$ cat src/rtl/dpas_unused_placeholder_never.sv
`timescale 1ns/1ps
`default_nettype none
`default_nettype wire

$ cat src/inc/dpas_pkg.sv
package dpas_pkg;

  // Core clock rate
  localparam int CLK_MHZ = 200;
  localparam int NS_PER_US = 1000;
  localparam int SYNC_STAGES = 2;

  // Pin timing defaults in ns; tune to the speed grade of the part
  localparam int FLAG_SETTLE_NS = 20;
  localparam int TOKEN_RECOVERY_NS = 15;
  localparam int ACCESS_NS = 35;
  localparam int SETUP_NS = 5;

  // Register indexes on the software port
  localparam logic [3:0] REG_CMD = 4'h0;
  localparam logic [3:0] REG_ADDR = 4'h1;
  localparam logic [3:0] REG_WDATA = 4'h2;
  localparam logic [3:0] REG_STATUS = 4'h3;
  localparam logic [3:0] REG_RDATA = 4'h4;
  localparam logic [3:0] REG_BYTES = 4'h5;

  // Command register layout
  localparam int CMD_CODE_LSB = 0;
  localparam int CMD_CODE_W = 3;

  // Status register bits
  localparam int ST_RUN = 0;
  localparam int ST_DONE = 1;
  localparam int ST_TOKEN = 2;
  localparam int ST_MAIL = 3;
  localparam int ST_CONTEND = 4;

  // Byte enable register bits
  localparam int BE_LOW = 0;
  localparam int BE_HIGH = 1;
  localparam logic [1:0] BYTES_RESET = 2'h3;

  // Commands
  localparam logic [2:0] CMD_MEM_WRITE = 3'h0;
  localparam logic [2:0] CMD_MEM_READ = 3'h1;
  localparam logic [2:0] CMD_TOKEN_TAKE = 3'h2;
  localparam logic [2:0] CMD_TOKEN_GIVE = 3'h3;
  localparam logic [2:0] CMD_TOKEN_READ = 3'h4;
  localparam logic [2:0] CMD_MAIL_POST = 3'h5;
  localparam logic [2:0] CMD_MAIL_TAKE = 3'h6;

  // Latch index width on the address pins
  localparam int TOKEN_IDX_W = 3;

  typedef enum logic [2:0] {
    DPAS_IDLE,
    DPAS_SETTLE,
    DPAS_STROBE,
    DPAS_RELEASE,
    DPAS_RECOVER
  } dpas_state_e;

  // Least time in ns to whole core cycles, never below one
  function automatic logic [15:0] dpas_cycles(input int ns);
    int c;
    c = (ns * CLK_MHZ + NS_PER_US - 1) / NS_PER_US;
    if (c < 1)
      c = 1;
    return 16'(c);
  endfunction

endpackage

$ cat src/rtl/dpas_sync.sv
`timescale 1ns/1ps
`default_nettype none

module dpas_sync #(
  parameter int W = 1
) (
  // Clock and reset
  input wire logic core_clk,
  input wire logic nrst,
  // Asynchronous level in, synchronised level out
  input wire logic [W-1:0] async_in,
  output logic [W-1:0] sync_out
);

  // Reset to the idle level of the flags so no false edge follows reset
  typedef struct packed {
    logic [W-1:0] stage1;
    logic [W-1:0] stage2;
  } dpas_sync_s;

  dpas_sync_s cur;
  dpas_sync_s next_cur;

  always_comb
  begin
    next_cur.stage1 = async_in;
    next_cur.stage2 = cur.stage1;
  end

  always_ff @(posedge core_clk or negedge nrst)
  begin
    if (!nrst)
      cur <= '1;
    else
      cur <= next_cur;
  end

  assign sync_out = cur.stage2;

endmodule // dpas_sync

`default_nettype wire

$ cat src/rtl/dpas_port_ctrl.sv
// Added by the designer: the strobed register port and the register offsets.
`timescale 1ns/1ps
`default_nettype none

// Notes on behaviour
// - System wires master contention flag output to every slave's flag input.
// - Controller waits for the contention flag to settle before any memory access; token accesses wait only the address setup time.
// - Token select acts as chip select; controller keeps chip select high then.
// - Controller deasserts token select for recovery time before reading back.
module dpas_port_ctrl
  import dpas_pkg::*;
#(
  parameter int DW = 16,
  parameter int AW = 13,
  parameter bit LEFT_PORT = 1'b1,
  parameter int SETTLE_NS = dpas_pkg::FLAG_SETTLE_NS,
  parameter int RECOVERY_NS = dpas_pkg::TOKEN_RECOVERY_NS,
  parameter int STROBE_NS = dpas_pkg::ACCESS_NS,
  parameter int ADDR_SETUP_NS = dpas_pkg::SETUP_NS
) (
  // Clock and reset
  input wire logic core_clk,
  input wire logic nrst,
  // Software register port
  input wire logic [3:0] reg_addr,
  input wire logic [31:0] reg_wdata,
  input wire logic reg_wr,
  input wire logic reg_rd,
  output logic [31:0] reg_rdata,
  // Port control pins, all active low, then the address pins
  output logic chip_select_n,
  output logic read_write_n,
  output logic output_enable_n,
  output logic upper_byte_select_n,
  output logic lower_byte_select_n,
  output logic token_latch_select_n,
  output logic [AW-1:0] mem_addr,
  // Data pins
  output logic [DW-1:0] mem_data_out,
  output logic mem_data_oe,
  input wire logic [DW-1:0] mem_data_in,
  // Flags from the device, active low
  input wire logic contention_flag_n,
  input wire logic mailbox_flag_n
);
  import dpas_pkg::*;

  localparam int HALF = DW / 2;
  localparam logic [15:0] SETTLE_CYC = 16'(dpas_cycles(SETTLE_NS) + 16'(SYNC_STAGES));
  localparam logic [15:0] RECOVER_CYC = dpas_cycles(RECOVERY_NS);
  localparam logic [15:0] STROBE_CYC = 16'(dpas_cycles(STROBE_NS) + 16'(SYNC_STAGES));
  localparam logic [15:0] SETUP_CYC = dpas_cycles(ADDR_SETUP_NS);
  localparam logic [15:0] CNT_ONE = 16'h0001;

  typedef struct packed {
    dpas_state_e st;
    logic [15:0] cnt;
    logic is_write;
    logic is_token;
    logic read_back;
    logic take;
    logic [AW-1:0] addr_r;
    logic [DW-1:0] wdata_r;
    logic [1:0] bytes_r;
    logic [DW-1:0] rdata_r;
    logic done;
    logic token;
    logic contended;
    logic ce_n;
    logic rw_n;
    logic oe_n;
    logic ub_n;
    logic lb_n;
    logic sem_n;
    logic [AW-1:0] pin_addr;
    logic [DW-1:0] dout;
    logic dout_oe;
    logic [31:0] bus_rdata;
  } dpas_ctrl_s;

  dpas_ctrl_s cur;
  dpas_ctrl_s next_cur;

  logic [DW-1:0] din_s;
  logic busy_n_s;
  logic mail_n_s;

  // Mailbox word at the top of the array; own box is top-1 for the left port
  function automatic logic [AW-1:0] mailbox_addr(input logic own);
    logic [AW-1:0] top;
    top = '1;
    if (own == LEFT_PORT)
      return AW'(top - AW'(1));
    return top;
  endfunction

  function automatic logic [31:0] status_word(input dpas_ctrl_s s, input logic mail_n);
    logic [31:0] w;
    w = '0;
    w[ST_RUN] = (s.st != DPAS_IDLE);
    w[ST_DONE] = s.done;
    w[ST_TOKEN] = s.token;
    w[ST_MAIL] = ~mail_n;
    w[ST_CONTEND] = s.contended;
    return w;
  endfunction

  dpas_sync #(
    .W(DW + 2)
  ) u_sync (
    .core_clk(core_clk),
    .nrst(nrst),
    .async_in({contention_flag_n, mailbox_flag_n, mem_data_in}),
    .sync_out({busy_n_s, mail_n_s, din_s})
  );

  always_comb
  begin
    next_cur = cur;
    next_cur.bus_rdata = '0;

    // Register reads answer in the following cycle only
    if (reg_rd)
    begin
      case (reg_addr)
        REG_ADDR: next_cur.bus_rdata = 32'(cur.addr_r);
        REG_WDATA: next_cur.bus_rdata = 32'(cur.wdata_r);
        REG_STATUS: next_cur.bus_rdata = status_word(cur, mail_n_s);
        REG_RDATA: next_cur.bus_rdata = 32'(cur.rdata_r);
        REG_BYTES: next_cur.bus_rdata = 32'(cur.bytes_r);
        default: next_cur.bus_rdata = '0;
      endcase
    end

    if (reg_wr)
    begin
      case (reg_addr)
        REG_ADDR: next_cur.addr_r = reg_wdata[AW-1:0];
        REG_WDATA: next_cur.wdata_r = reg_wdata[DW-1:0];
        REG_BYTES: next_cur.bytes_r = reg_wdata[1:0];
        REG_STATUS:
        begin
          if (reg_wdata[ST_DONE])
            next_cur.done = 1'b0;
          if (reg_wdata[ST_CONTEND])
            next_cur.contended = 1'b0;
        end
        default: ;
      endcase
    end

    case (cur.st)
      DPAS_IDLE:
      begin
        if (reg_wr && reg_addr == REG_CMD)
        begin
          next_cur.st = DPAS_SETTLE;
          next_cur.done = 1'b0;
          next_cur.take = 1'b0;
          next_cur.read_back = 1'b0;
          next_cur.oe_n = 1'b1;
          next_cur.rw_n = 1'b1;
          next_cur.dout = cur.wdata_r;
          next_cur.dout_oe = 1'b0;
          next_cur.ub_n = ~cur.bytes_r[BE_HIGH];
          next_cur.lb_n = ~cur.bytes_r[BE_LOW];
          next_cur.pin_addr = cur.addr_r;
          case (reg_wdata[CMD_CODE_LSB +: CMD_CODE_W])
            CMD_MEM_WRITE, CMD_MAIL_POST:
            begin
              next_cur.is_write = 1'b1;
              next_cur.is_token = 1'b0;
              next_cur.dout_oe = 1'b1;
              if (reg_wdata[CMD_CODE_LSB +: CMD_CODE_W] == CMD_MAIL_POST)
                next_cur.pin_addr = mailbox_addr(1'b0);
            end
            CMD_MEM_READ, CMD_MAIL_TAKE:
            begin
              next_cur.is_write = 1'b0;
              next_cur.is_token = 1'b0;
              if (reg_wdata[CMD_CODE_LSB +: CMD_CODE_W] == CMD_MAIL_TAKE)
                next_cur.pin_addr = mailbox_addr(1'b1);
            end
            default:
            begin
              next_cur.is_token = 1'b1;
              next_cur.is_write = (reg_wdata[CMD_CODE_LSB +: CMD_CODE_W] != CMD_TOKEN_READ);
              next_cur.read_back = (reg_wdata[CMD_CODE_LSB +: CMD_CODE_W] == CMD_TOKEN_TAKE);
              next_cur.take = next_cur.read_back;
              next_cur.dout = {DW{~next_cur.read_back}};
              next_cur.dout_oe = next_cur.is_write;
              next_cur.ub_n = 1'b1;
              next_cur.lb_n = 1'b1;
              next_cur.pin_addr = AW'(cur.addr_r[TOKEN_IDX_W-1:0]);
            end
          endcase
          next_cur.ce_n = next_cur.is_token;
          next_cur.sem_n = ~next_cur.is_token;
          next_cur.cnt = next_cur.is_token ? SETUP_CYC : SETTLE_CYC;
        end
      end

      DPAS_SETTLE:
      begin
        if (cur.cnt > CNT_ONE)
          next_cur.cnt = cur.cnt - CNT_ONE;
        else if (!cur.is_token && !busy_n_s)
          next_cur.contended = 1'b1;
        else
        begin
          next_cur.st = DPAS_STROBE;
          next_cur.cnt = STROBE_CYC;
          next_cur.rw_n = ~cur.is_write;
          next_cur.oe_n = cur.is_write;
        end
      end

      DPAS_STROBE:
      begin
        if (cur.cnt > CNT_ONE)
          next_cur.cnt = cur.cnt - CNT_ONE;
        else
        begin
          next_cur.st = DPAS_RELEASE;
          next_cur.rw_n = 1'b1;
          next_cur.oe_n = 1'b1;
          if (!cur.is_write)
          begin
            next_cur.rdata_r = din_s;
            if (cur.is_token)
              next_cur.token = ~din_s[0];
          end
          else if (cur.is_token && !cur.take)
            next_cur.token = 1'b0;
        end
      end

      DPAS_RELEASE:
      begin
        next_cur.st = DPAS_RECOVER;
        next_cur.ce_n = 1'b1;
        next_cur.sem_n = 1'b1;
        next_cur.cnt = RECOVER_CYC;
      end

      DPAS_RECOVER:
      begin
        next_cur.dout_oe = 1'b0;
        if (cur.cnt > CNT_ONE)
          next_cur.cnt = cur.cnt - CNT_ONE;
        else if (cur.read_back)
        begin
          // Claim written; verify ownership by reading the latch back
          next_cur.st = DPAS_SETTLE;
          next_cur.read_back = 1'b0;
          next_cur.is_write = 1'b0;
          next_cur.sem_n = 1'b0;
          next_cur.cnt = SETUP_CYC;
        end
        else
        begin
          next_cur.st = DPAS_IDLE;
          next_cur.done = 1'b1;
        end
      end

      default:
        next_cur.st = DPAS_IDLE;
    endcase
  end

  always_ff @(posedge core_clk or negedge nrst)
  begin
    if (!nrst)
    begin
      cur <= '0;
      cur.st <= DPAS_IDLE;
      cur.bytes_r <= BYTES_RESET;
      cur.ce_n <= 1'b1;
      cur.rw_n <= 1'b1;
      cur.oe_n <= 1'b1;
      cur.ub_n <= 1'b1;
      cur.lb_n <= 1'b1;
      cur.sem_n <= 1'b1;
    end
    else
      cur <= next_cur;
  end

  assign reg_rdata = cur.bus_rdata;
  assign chip_select_n = cur.ce_n;
  assign read_write_n = cur.rw_n;
  assign output_enable_n = cur.oe_n;
  assign upper_byte_select_n = cur.ub_n;
  assign lower_byte_select_n = cur.lb_n;
  assign token_latch_select_n = cur.sem_n;
  assign mem_addr = cur.pin_addr;
  assign mem_data_out = cur.dout;
  assign mem_data_oe = cur.dout_oe;

endmodule // dpas_port_ctrl

`default_nettype wire

$ cat config.mk
export PLATFORM = sky130hd
export DESIGN_NAME = dpas_port_ctrl
export DESIGN_NICKNAME = d
export VERILOG_FILES = /design/src/rtl/dpas_unused_placeholder_never.sv /design/src/inc/dpas_pkg.sv /design/src/rtl/dpas_sync.sv /design/src/rtl/dpas_port_ctrl.sv
export SDC_FILE = /design/constraint.sdc
export NUM_CORES = 1
export LEC_CHECK = 0
export BUFFER_PORTS_ARGS = -buffer_cell sky130_fd_sc_hd__buf_2
export CAP_MARGIN = 20
export CORE_MARGIN = 5
export CORE_UTILIZATION = 50
export DETAILED_ROUTE_END_ITERATION = 16
export PLACE_DENSITY = 0.76
export SYNTH_ARGS = -nofsm -noshare
export SYNTH_HDL_FRONTEND = slang
export SYNTH_SLANG_ARGS = --single-unit
$ cat constraint.sdc
create_clock -name core_clk -period 2.29 [get_ports core_clk]
set_clock_uncertainty 0.15 [all_clocks]
set_input_delay 0.1145 -clock core_clk [delete_from_list [all_inputs] [get_ports core_clk]]
set_output_delay 0.1145 -clock core_clk [all_outputs]
set_load 0.03 [all_outputs]
# == Word-level counts from Yosys, hierarchy flattened ==
# Cells that the tools add are included.
# classes
addsub,1
muxes,55
n_reduce_logical,33
n_eq_ne,24
bitwise,8
order_cmp,1
# op_table
operator,n
$pmux 16 s5,2
$mux 16,4
$mux 36,1
$mux 32,1
$mux 13,2
$pmux 13 s2,1
$mux 23,1
$mux 1,20
$mux 19,1
$mux 17,1
$gt 16x1->1 const B,1
$sub 16x1->16 const B,1
$pmux 3 s5,1
$reduce_and 5->1,3
$mux 2,7
$ne 2x2->1 const B,7
$mux 3,4
$pmux 1 s2,6
$reduce_and 2->1,6
$reduce_and 4->1,3
$eq 3x2->1 const B,3
$eq 3x3->1 const B,3
$ne 3x3->1 const B,3
$reduce_bool 3->1,3
other kinds (18),37
# totals
out_inout_bits,68
word_cells,147
in_bits,58
register_bits,177

# == Longest topological paths before layout ==
# Gate-level depths: netlist of run 1.
# logic_depth
ltp_word,8
depth_mapped,9

# == Cells and area by module ==
# From an unflattened synthesis of run 1, not the netlist that was laid out.
# hier_totals
hier_cells,672
hier_area_um2,7323.3
# modules_own_cells
module,cells_per_inst,instances,area_per_inst_um2
dpas_port_ctrl,618,1,6242.2
dpas_sync,54,1,1081.0

# == Least setup slack after synthesis of run 1 ==
# Ideal clock, no wire load.
# synth_timing
kind,register to register
from,register cur[132] in the netlist's numbering
to,register cur[77] in the netlist's numbering
path_stages_with_launch,9
path_slack_ns,-0.131
setup_ns,0.125
required_ns,2.015
period_less_slack_ns,2.421
path_buffers,3
t_arrival_ns,2.146
cell_sequence,dfrtp_1 > buf_6 > nor4_4 > o2111ai_2 > or2_1 > buf_6 > nor3_4 > buf_8 > mux2_2
# synth_via
elab_chain_cells,3
# synth_rtl
item,line_no,text
"start, declared",dpas_port_ctrl.sv:81,dpas_ctrl_s cur;
"start signal, assigned",dpas_port_ctrl.sv:287,cur <= next_cur;
$gt 16x1->1,dpas_port_ctrl.sv:220,if (cur.cnt > CNT_ONE)
$not 1->1 (no source line),--,
$reduce_and 3->1 (no source line),--,
# No other way between the ends.
# A chain may end at the register's enable or synchronous reset.

# == Final worst setup path of run 1 ==
# layout_timing
from,register cur[134] in the netlist's numbering
to,register cur[80] in the netlist's numbering
# Same word-level chain as after synthesis.

==> results of run 1 <==
==> final timing paths <==
kind,startpoint,to,slack (ns),cells after the start
max,cur[134],cur[80],0.06,6
min,reg_rd,reg_rdata[4],0.07,4
max reg2reg,cur[134],cur[80],0.06,6
min reg2reg,u_sync.cur[20],u_sync.sync_out[2],0.20,0
max in group asynchronous,nrst,u_sync.cur[24],1.03,3
min in group asynchronous,nrst,cur[121],0.11,2
==> layout by cell type (no fill, tap or decap), types with 5 or more instances in the layout <==
master | netlist | routed
dfrtp_1 | 117 | 116
buf_2 | 1 | 92
o21ai_0 | 70 | 70
nand2_1 | 64 | 64
nor2_1 | 57 | 57
a21oi_1 | 44 | 44
mux2_2 | 44 | 44
dfstp_2 | 44 | 44
dlygate4sd3_1 | 0 | 38
buf_4 | 61 | 29
clkbuf_16 | 0 | 17
conb_1 | 1 | 16
inv_1 | 11 | 11
a222oi_1 | 11 | 11
nor3_1 | 12 | 10
nand3_1 | 10 | 10
o31ai_1 | 7 | 7
a22oi_1 | 7 | 7
a31oi_1 | 5 | 5
nor3b_1 | 6 | 5
inv_6 | 0 | 5
==> routing by layer <==
metal	global-route usage (%)	part of all wire [%]
met1	28.3	42
met2	36.3	49
met3	5.15	6.8
met4	8.71	2.6
met5	0	0
==> kinds of logic after synthesis <==
kind of cell             share of synthesized area, %
AO/OA/AOI/OAI                                    14.0
buffers and inverters                            9.16
adder cells (fa/ha/maj)                         0.356
XOR/XNOR                                        0.374
other                                          0.0534
AND/OR/NAND/NOR                                  10.9
flip-flops                                       58.1
multiplexers                                     7.05
==> final cells by class <==
cell class              count  share of cell area (%)
clock buffers              18                    5.09
clock inverters            14                    1.66
inverters                  11                   0.490
multi-input cells         396                    28.2
flip-flops and latches    161                    48.5
well taps                 180                    2.67
repair buffers            163                    13.4
==> worst reg2reg max path, stage by stage, from the launching register on <==
cell and delay [ns]:
dfrtp_1 0.44, nor4_4 0.34, o2111ai_2 0.19, or2_4 0.28, nor3_4 0.16, buf_12 0.19
mux2_2 0.36
==> metrics by stage <==
| step | hold WS (ns) | cell area [sq um] | total power (W) | util [%] |
|---|---|---|---|---|
| floorplan | -0.331 | 7080 | 0.00347 | - |
| global placement | -0.0105 | 7460 | 0.00365 | 54.0 |
| detailed placement | 0.00547 | 7460 | 0.00367 | 54.0 |
| CTS | 0.0385 | 8410 | 0.00645 | 60.9 |
| global route | 0.0635 | 8430 | 0.00668 | 61.0 |
| finish | 0.0675 | 8430 | 0.00642 | 61.0 |
==> sequential cells by signal, summed over array words and instances (netlist names) <==
name	cells
read_write_n	1
output_enable_n	1
token_latch_select_n	1
mem_addr	13
reg_rdata	16
mem_data_out	16
u_sync.sync_out	18
cur	73
u_sync.cur	18
lower_byte_select_n	1
mem_data_oe	1
upper_byte_select_n	1
chip_select_n	1
==> power by group <==
| group | switching (W) | leakage (nW) | total (W) | internal [W] |
|---|---|---|---|---|
| clock | 0.00128 | 0.282 | 0.00273 | 0.00145 |
| sequential | 0.000143 | 1.97 | 0.00319 | 0.00305 |
| combinational | 0.000272 | 1.60 | 0.000490 | 0.000218 |
| total | 0.00170 | 3.85 | 0.00642 | 0.00472 |
==> repair_timing <==
item,CTS,global route
setup endpoints to repair,0,18
hold endpoints to repair,123,0
resized for setup,0,5
hold buffers,38,0
==> flow_summary.toml, run 1 <==
[outcome]
status = "completed"

[routing]
wl_per_cell_microns = 18.3
drt_wl_total_microns = 17300
vias = 5318
routed_via_density = 5.64
dr.first_iter.drc_count = 509
ant_nets = 0
dr.pass1.iters = 8
drc = 0

[logic_synthesis]
async_flop_share_pct = 100
ys_ff_latch = 161
syn_inst = 645
postSynthAreaPerCell_sq_um = 10.9
synth_warnings = 0
yosysTopAreaCell = "dfrtp_1"
synth-main-ff-cell = "dfrtp_1"
synth_top_cell_area_share_pct = 41.7
yosysMostFrequentCell = "dfrtp_1"
synthTopCellsByArea = "dfrtp_1 42%, dfstp_2 16%, mux2_2 7.1%, buf_4 6.5%, o21ai_0 5.0%"
synth-edff-count = 0
yosys-top-cells-count = "117 x dfrtp_1, 70 x o21ai_0, 64 x nand2_1, 61 x buf_4, 57 x nor2_1"
ys_types = 53
syn_area_sq_mm = 0.00702
ys_seq_area_share_pct = 58.1

[clocking]
cts_tree = "yes"
clock_sinks = 161
post_cts_buffers = 0
clk_pin_slew_worst_paths_ns = 0.08
insertion_delay_ns = 0.43
htree_levels = 4
clockBufferDepth = 2
cts_made_buffers = 17
cts-root-buf = "clkbuf_16"

[timing]
rsz0062_at_grt = "false"
period_needed_ns = 2.23
fin_crit_sh_pct = 97.5
hold_violations = 0
setup_viol = 0
worstMarginPinSlew_ns = 0.659
slew_violations = 0
fin_setup_tns_ns = 0
finalWorstSetupSlack_ns = 0.0583
maxSlewHeadroom_pct = 55.9
max_clock_freq_ghz = 0.448

[place]
dpl.hpwl_microns = 11600
port-buffer-count = 93
place.gp.congestion = 0.891
dp.cells = 873
dp_slack_ns = 0.0101

[worst_setup_path]
crit_type = "flop to flop"
crit_buf_inv = 1
path_delay_family = "simple AND/OR/NAND/NOR gates"
crit_required_ns = 2.45
slowest_stage = "dfrtp_1"
cp_data_arrival_time_ns = 2.39
end_kind = "flop"
slowest_delay_ns = 0.44
startpoint_type = "flop"
path_max_fanout = 16
path_cells = "nor4_4 -> o2111ai_2 -> or2_4 -> nor3_4 -> buf_12 -> mux2_2"

[layout]
n_fill_cell = 1110
fin_nets = 810
multi_input_area_sq_mm = 0.00238
stdcell_count = 943
drive_gt1_share_pct = 33.6
antenna_cells = 0
seq_area_sq_mm = 0.00409
area_growth_pct = 20.0

[pwr]
ir_drop_mv = 0.566
leakagePower_nw = 3.85
power_density_mw_per_mm2 = 761

[floorplanning]
die_w_microns = 129
core-area_sq_mm = 0.0138
die_height_microns = 129
pin_count = 126
row_count = 43
start_util_pct = 50.8
dieArea_sq_mm = 0.0165

[grt]
grt_pass1_vias = 5560
track_usage_pct = 22.0
grt_overflow_total = 0
antenna_found_initial = 0
grt_pass1_wl_microns = 28400
grt_max_degree = 70

[run]
maxCapViolations = 0

[hold_path]
min_path_type = "primary input to flop"
(Power assumes the default switching activity.)
==> run 2: changes to the inputs <==
--- a/config.mk
+++ b/config.mk
@@ -5,12 +5,12 @@
 export SDC_FILE = /design/constraint.sdc
 export NUM_CORES = 1
 export LEC_CHECK = 0
+export ABC_AREA = 1
 export BUFFER_PORTS_ARGS = -buffer_cell sky130_fd_sc_hd__buf_2
-export CAP_MARGIN = 20
+export CAP_MARGIN = 25
 export CORE_MARGIN = 5
-export CORE_UTILIZATION = 50
+export CORE_UTILIZATION = 40
 export DETAILED_ROUTE_END_ITERATION = 16
-export PLACE_DENSITY = 0.76
 export SYNTH_ARGS = -nofsm -noshare
 export SYNTH_HDL_FRONTEND = slang
 export SYNTH_SLANG_ARGS = --single-unit
==> flow_summary.toml, run 2 <==
[pwr]
comb_power_share_pct = 35.6
p_sw_w = 0.00436
clock_power_share_pct = 26.6
p_sw_share_pct = 39.9
p_seq_share_pct = 37.7
leakagePower_nw = 4.53
p_int_w = 0.00656
ir_drop_mv = 0.566
power_density_mw_per_mm2 = 1240

[place]
place.gp.congestion = 0.901
port-buffer-count = 93
dp.cells = 1133
dpl.hpwl_microns = 12200

[worst_setup_path]
path_delay_family = "simple AND/OR/NAND/NOR gates"
worst_r2r_path_depth = 12
slowest_delay_ns = 0.37
crit_type = "flop to flop"
path_max_fanout = 9
slowest_stage = "dfrtp_1"
cp.depth = 12
cp_data_arrival_time_ns = 2.23
crit_buf_inv = 3
end_kind = "flop"
crit_required_ns = 2.45
path_cells = "inv_1 -> ha_1 -> inv_1 -> nand2_1 -> nand2_1 -> nor2_4 -> nand3_1 -> nand2_2 -> nor2_4 -> buf_4 -> nor2_1 -> a21oi_2"
startpoint_type = "flop"

[grt]
grt_max_degree = 52
grt_util_met2_pct = 24.8
use_met3_pct = 3.35
grt_overflow_total = 0
antenna_found_initial = 0
track_usage_pct = 16.5
grt_use_met1_pct = 23.7
grt_pass1_vias = 5480
grt_pass1_wl_microns = 28700
busiest_layer = "met2"

[logic_synthesis]
synth_top_cell_area_share_pct = 39.3
synth_mux_area_share_pct = 0.454
synthXorXnorAreaFrac_pct = 0.353
syn_area_sq_mm = 0.00744
ys_ff_latch = 161
synth-main-ff-cell = "dfrtp_1"
synth-edff-count = 0
syn_inst = 863
synthTopCellsByArea = "dfrtp_1 39%, dfstp_2 16%, nand2_1 14%, buf_4 6.6%, o21ai_0 4.1%"
synth-simple-area-share_pct = 23.9
ys_types = 41
synth_warnings = 0
ys_seq_area_share_pct = 54.9
yosysMostFrequentCell = "nand2_1"
synth_top_family_by_area = "simple AND/OR/NAND/NOR gates"
postSynthAreaPerCell_sq_um = 8.62
yosys-top-cells-count = "271 x nand2_1, 117 x dfrtp_1, 69 x nor2_1, 66 x inv_1, 65 x buf_4"
synthAdderAreaFrac_pct = 0.336
yosysTopAreaCell = "dfrtp_1"
synth_compound_area_share_pct = 8.53
async_flop_share_pct = 100

[timing]
max_clock_freq_ghz = 0.483
hold_violations = 0
fin_setup_tns_ns = 0
setup_viol = 0
fin_crit_sh_pct = 90.3
slew_violations = 0
period_needed_ns = 2.07
worstMarginPinSlew_ns = 0.656
rsz0062_at_grt = "false"
hold_slack_ns = 0.0454
maxSlewHeadroom_pct = 56.2

[clocking]
htree_levels = 4
clock_sinks = 161
cts-root-buf = "clkbuf_16"
clk_pin_slew_worst_paths_ns = 0.07
cts_made_buffers = 17
clockBufferDepth = 2
cts_tree = "yes"
insertion_delay_ns = 0.43

[floorplanning]
pin_count = 126
core-area_sq_mm = 0.0181
row_count = 49
dieArea_sq_mm = 0.0214
die_w_microns = 146
die_height_microns = 146
start_util_pct = 41.0

[run]
maxCapViolations = 0

[outcome]
status = "completed"

[layout]
stdcell_count = 1202
antenna_cells = 0
drive_gt1_share_pct = 23.1
seq_area_sq_mm = 0.00408
fin_nets = 1020
n_fill_cell = 1724
area_growth_pct = 18.2
multi_input_area_sq_mm = 0.00256
final_cell_mix = "271 x nand2_1, 117 x dfrtp_1, 92 x buf_2, 69 x nor2_1, 66 x inv_1"
regMostFlops = "cur"
largest_register_ffs = 73
final_common_cell = "nand2_1"

[routing]
dr.first_iter.drc_count = 343
dr.pass1.iters = 4
routed_via_density = 4.62
drc = 0
drt_wl_total_microns = 16900
vias = 5551
wl_per_cell_microns = 14.0
ant_nets = 0

[hold_path]
min_path_type = "primary input to async pin"
==> run 2: cells by family (layout without fill, tap and decap cells) <==
| kind of cell | count (synthesis) | in the layout |
|---|---|---|
| AOI/OAI and AO/OA | 116 | 116 |
| adders and majority gates | 2 | 2 |
| xor gates and xnor gates | 3 | 3 |
| other | 1 | 16 |
| buffers and inverters | 157 | 252 |
| muxes | 3 | 3 |
| and+or+nand+nor | 420 | 420 |
| DFF | 161 | 161 |
==> run 2: final cells by class <==
class,count,area share (%)
clock inverter,10,1.27
clock buffer,22,5.65
multi-input combinational,560,29.1
sequential,161,46.4
inverter,75,3.20
tap,229,3.26
timing repair buffer,145,11.1
==> run 2: final timing paths <==
kind | startpoint | end | slack [ns]
min reg2reg | u_sync.cur[31] | u_sync.sync_out[13] | 0.21
min | nrst | cur[84] | 0.05
max in group asynchronous | nrst | u_sync.cur[18] | 1.27
min in group core_clk | reg_addr[3] | cur[88] | 0.07
max reg2reg | cur[122] | cur[123] | 0.22
max | cur[122] | cur[123] | 0.22
==> run 2: power by group through the flow <==
| stage | logic (W) | registers (W) | clock network (W) |
|---|---|---|---|
| 2_1_floorplan | 0.00319 | 0.00414 | 0 |
| 3_3_place_gp | 0.00379 | 0.00415 | 0 |
| 3_5_place_dp | 0.00384 | 0.00416 | 0 |
| 4_1_cts | 0.00391 | 0.00412 | 0.00297 |
| 5_1_grt | 0.00440 | 0.00421 | 0.00310 |
| 6_report | 0.00389 | 0.00412 | 0.00291 |
==> run 2: repair_timing <==
item	CTS	global route
setup buffers	0	0
hold endpoints to repair	198	0
gates resized for setup	0	0
hold buffers	37	0
endpoints found under the setup margin	0	0
==> run 2: routing by layer <==
metal | routed length, microns | vias to the layer above
li1 | - | 2846
met1 | 8380 | 2577
met2 | 7470 | 108
met3 | 725 | 20
met4 | 306 | 0
met5 | 0 | -
==> run 2: through the flow <==
step | instance area (sq um) | utilization, % | power, W | setup slack (ns)
after CTS | 8800 | 48.5 | 0.0110 | 0.217
after global routing | 8800 | 48.5 | 0.0117 | 0.0179
after floorplan | 7500 | - | 0.00732 | 0.478
final | 8800 | 48.5 | 0.0109 | 0.222
after global placement | 7820 | 43.1 | 0.00794 | 0.261
after detailed placement | 7820 | 43.1 | 0.00800 | 0.231
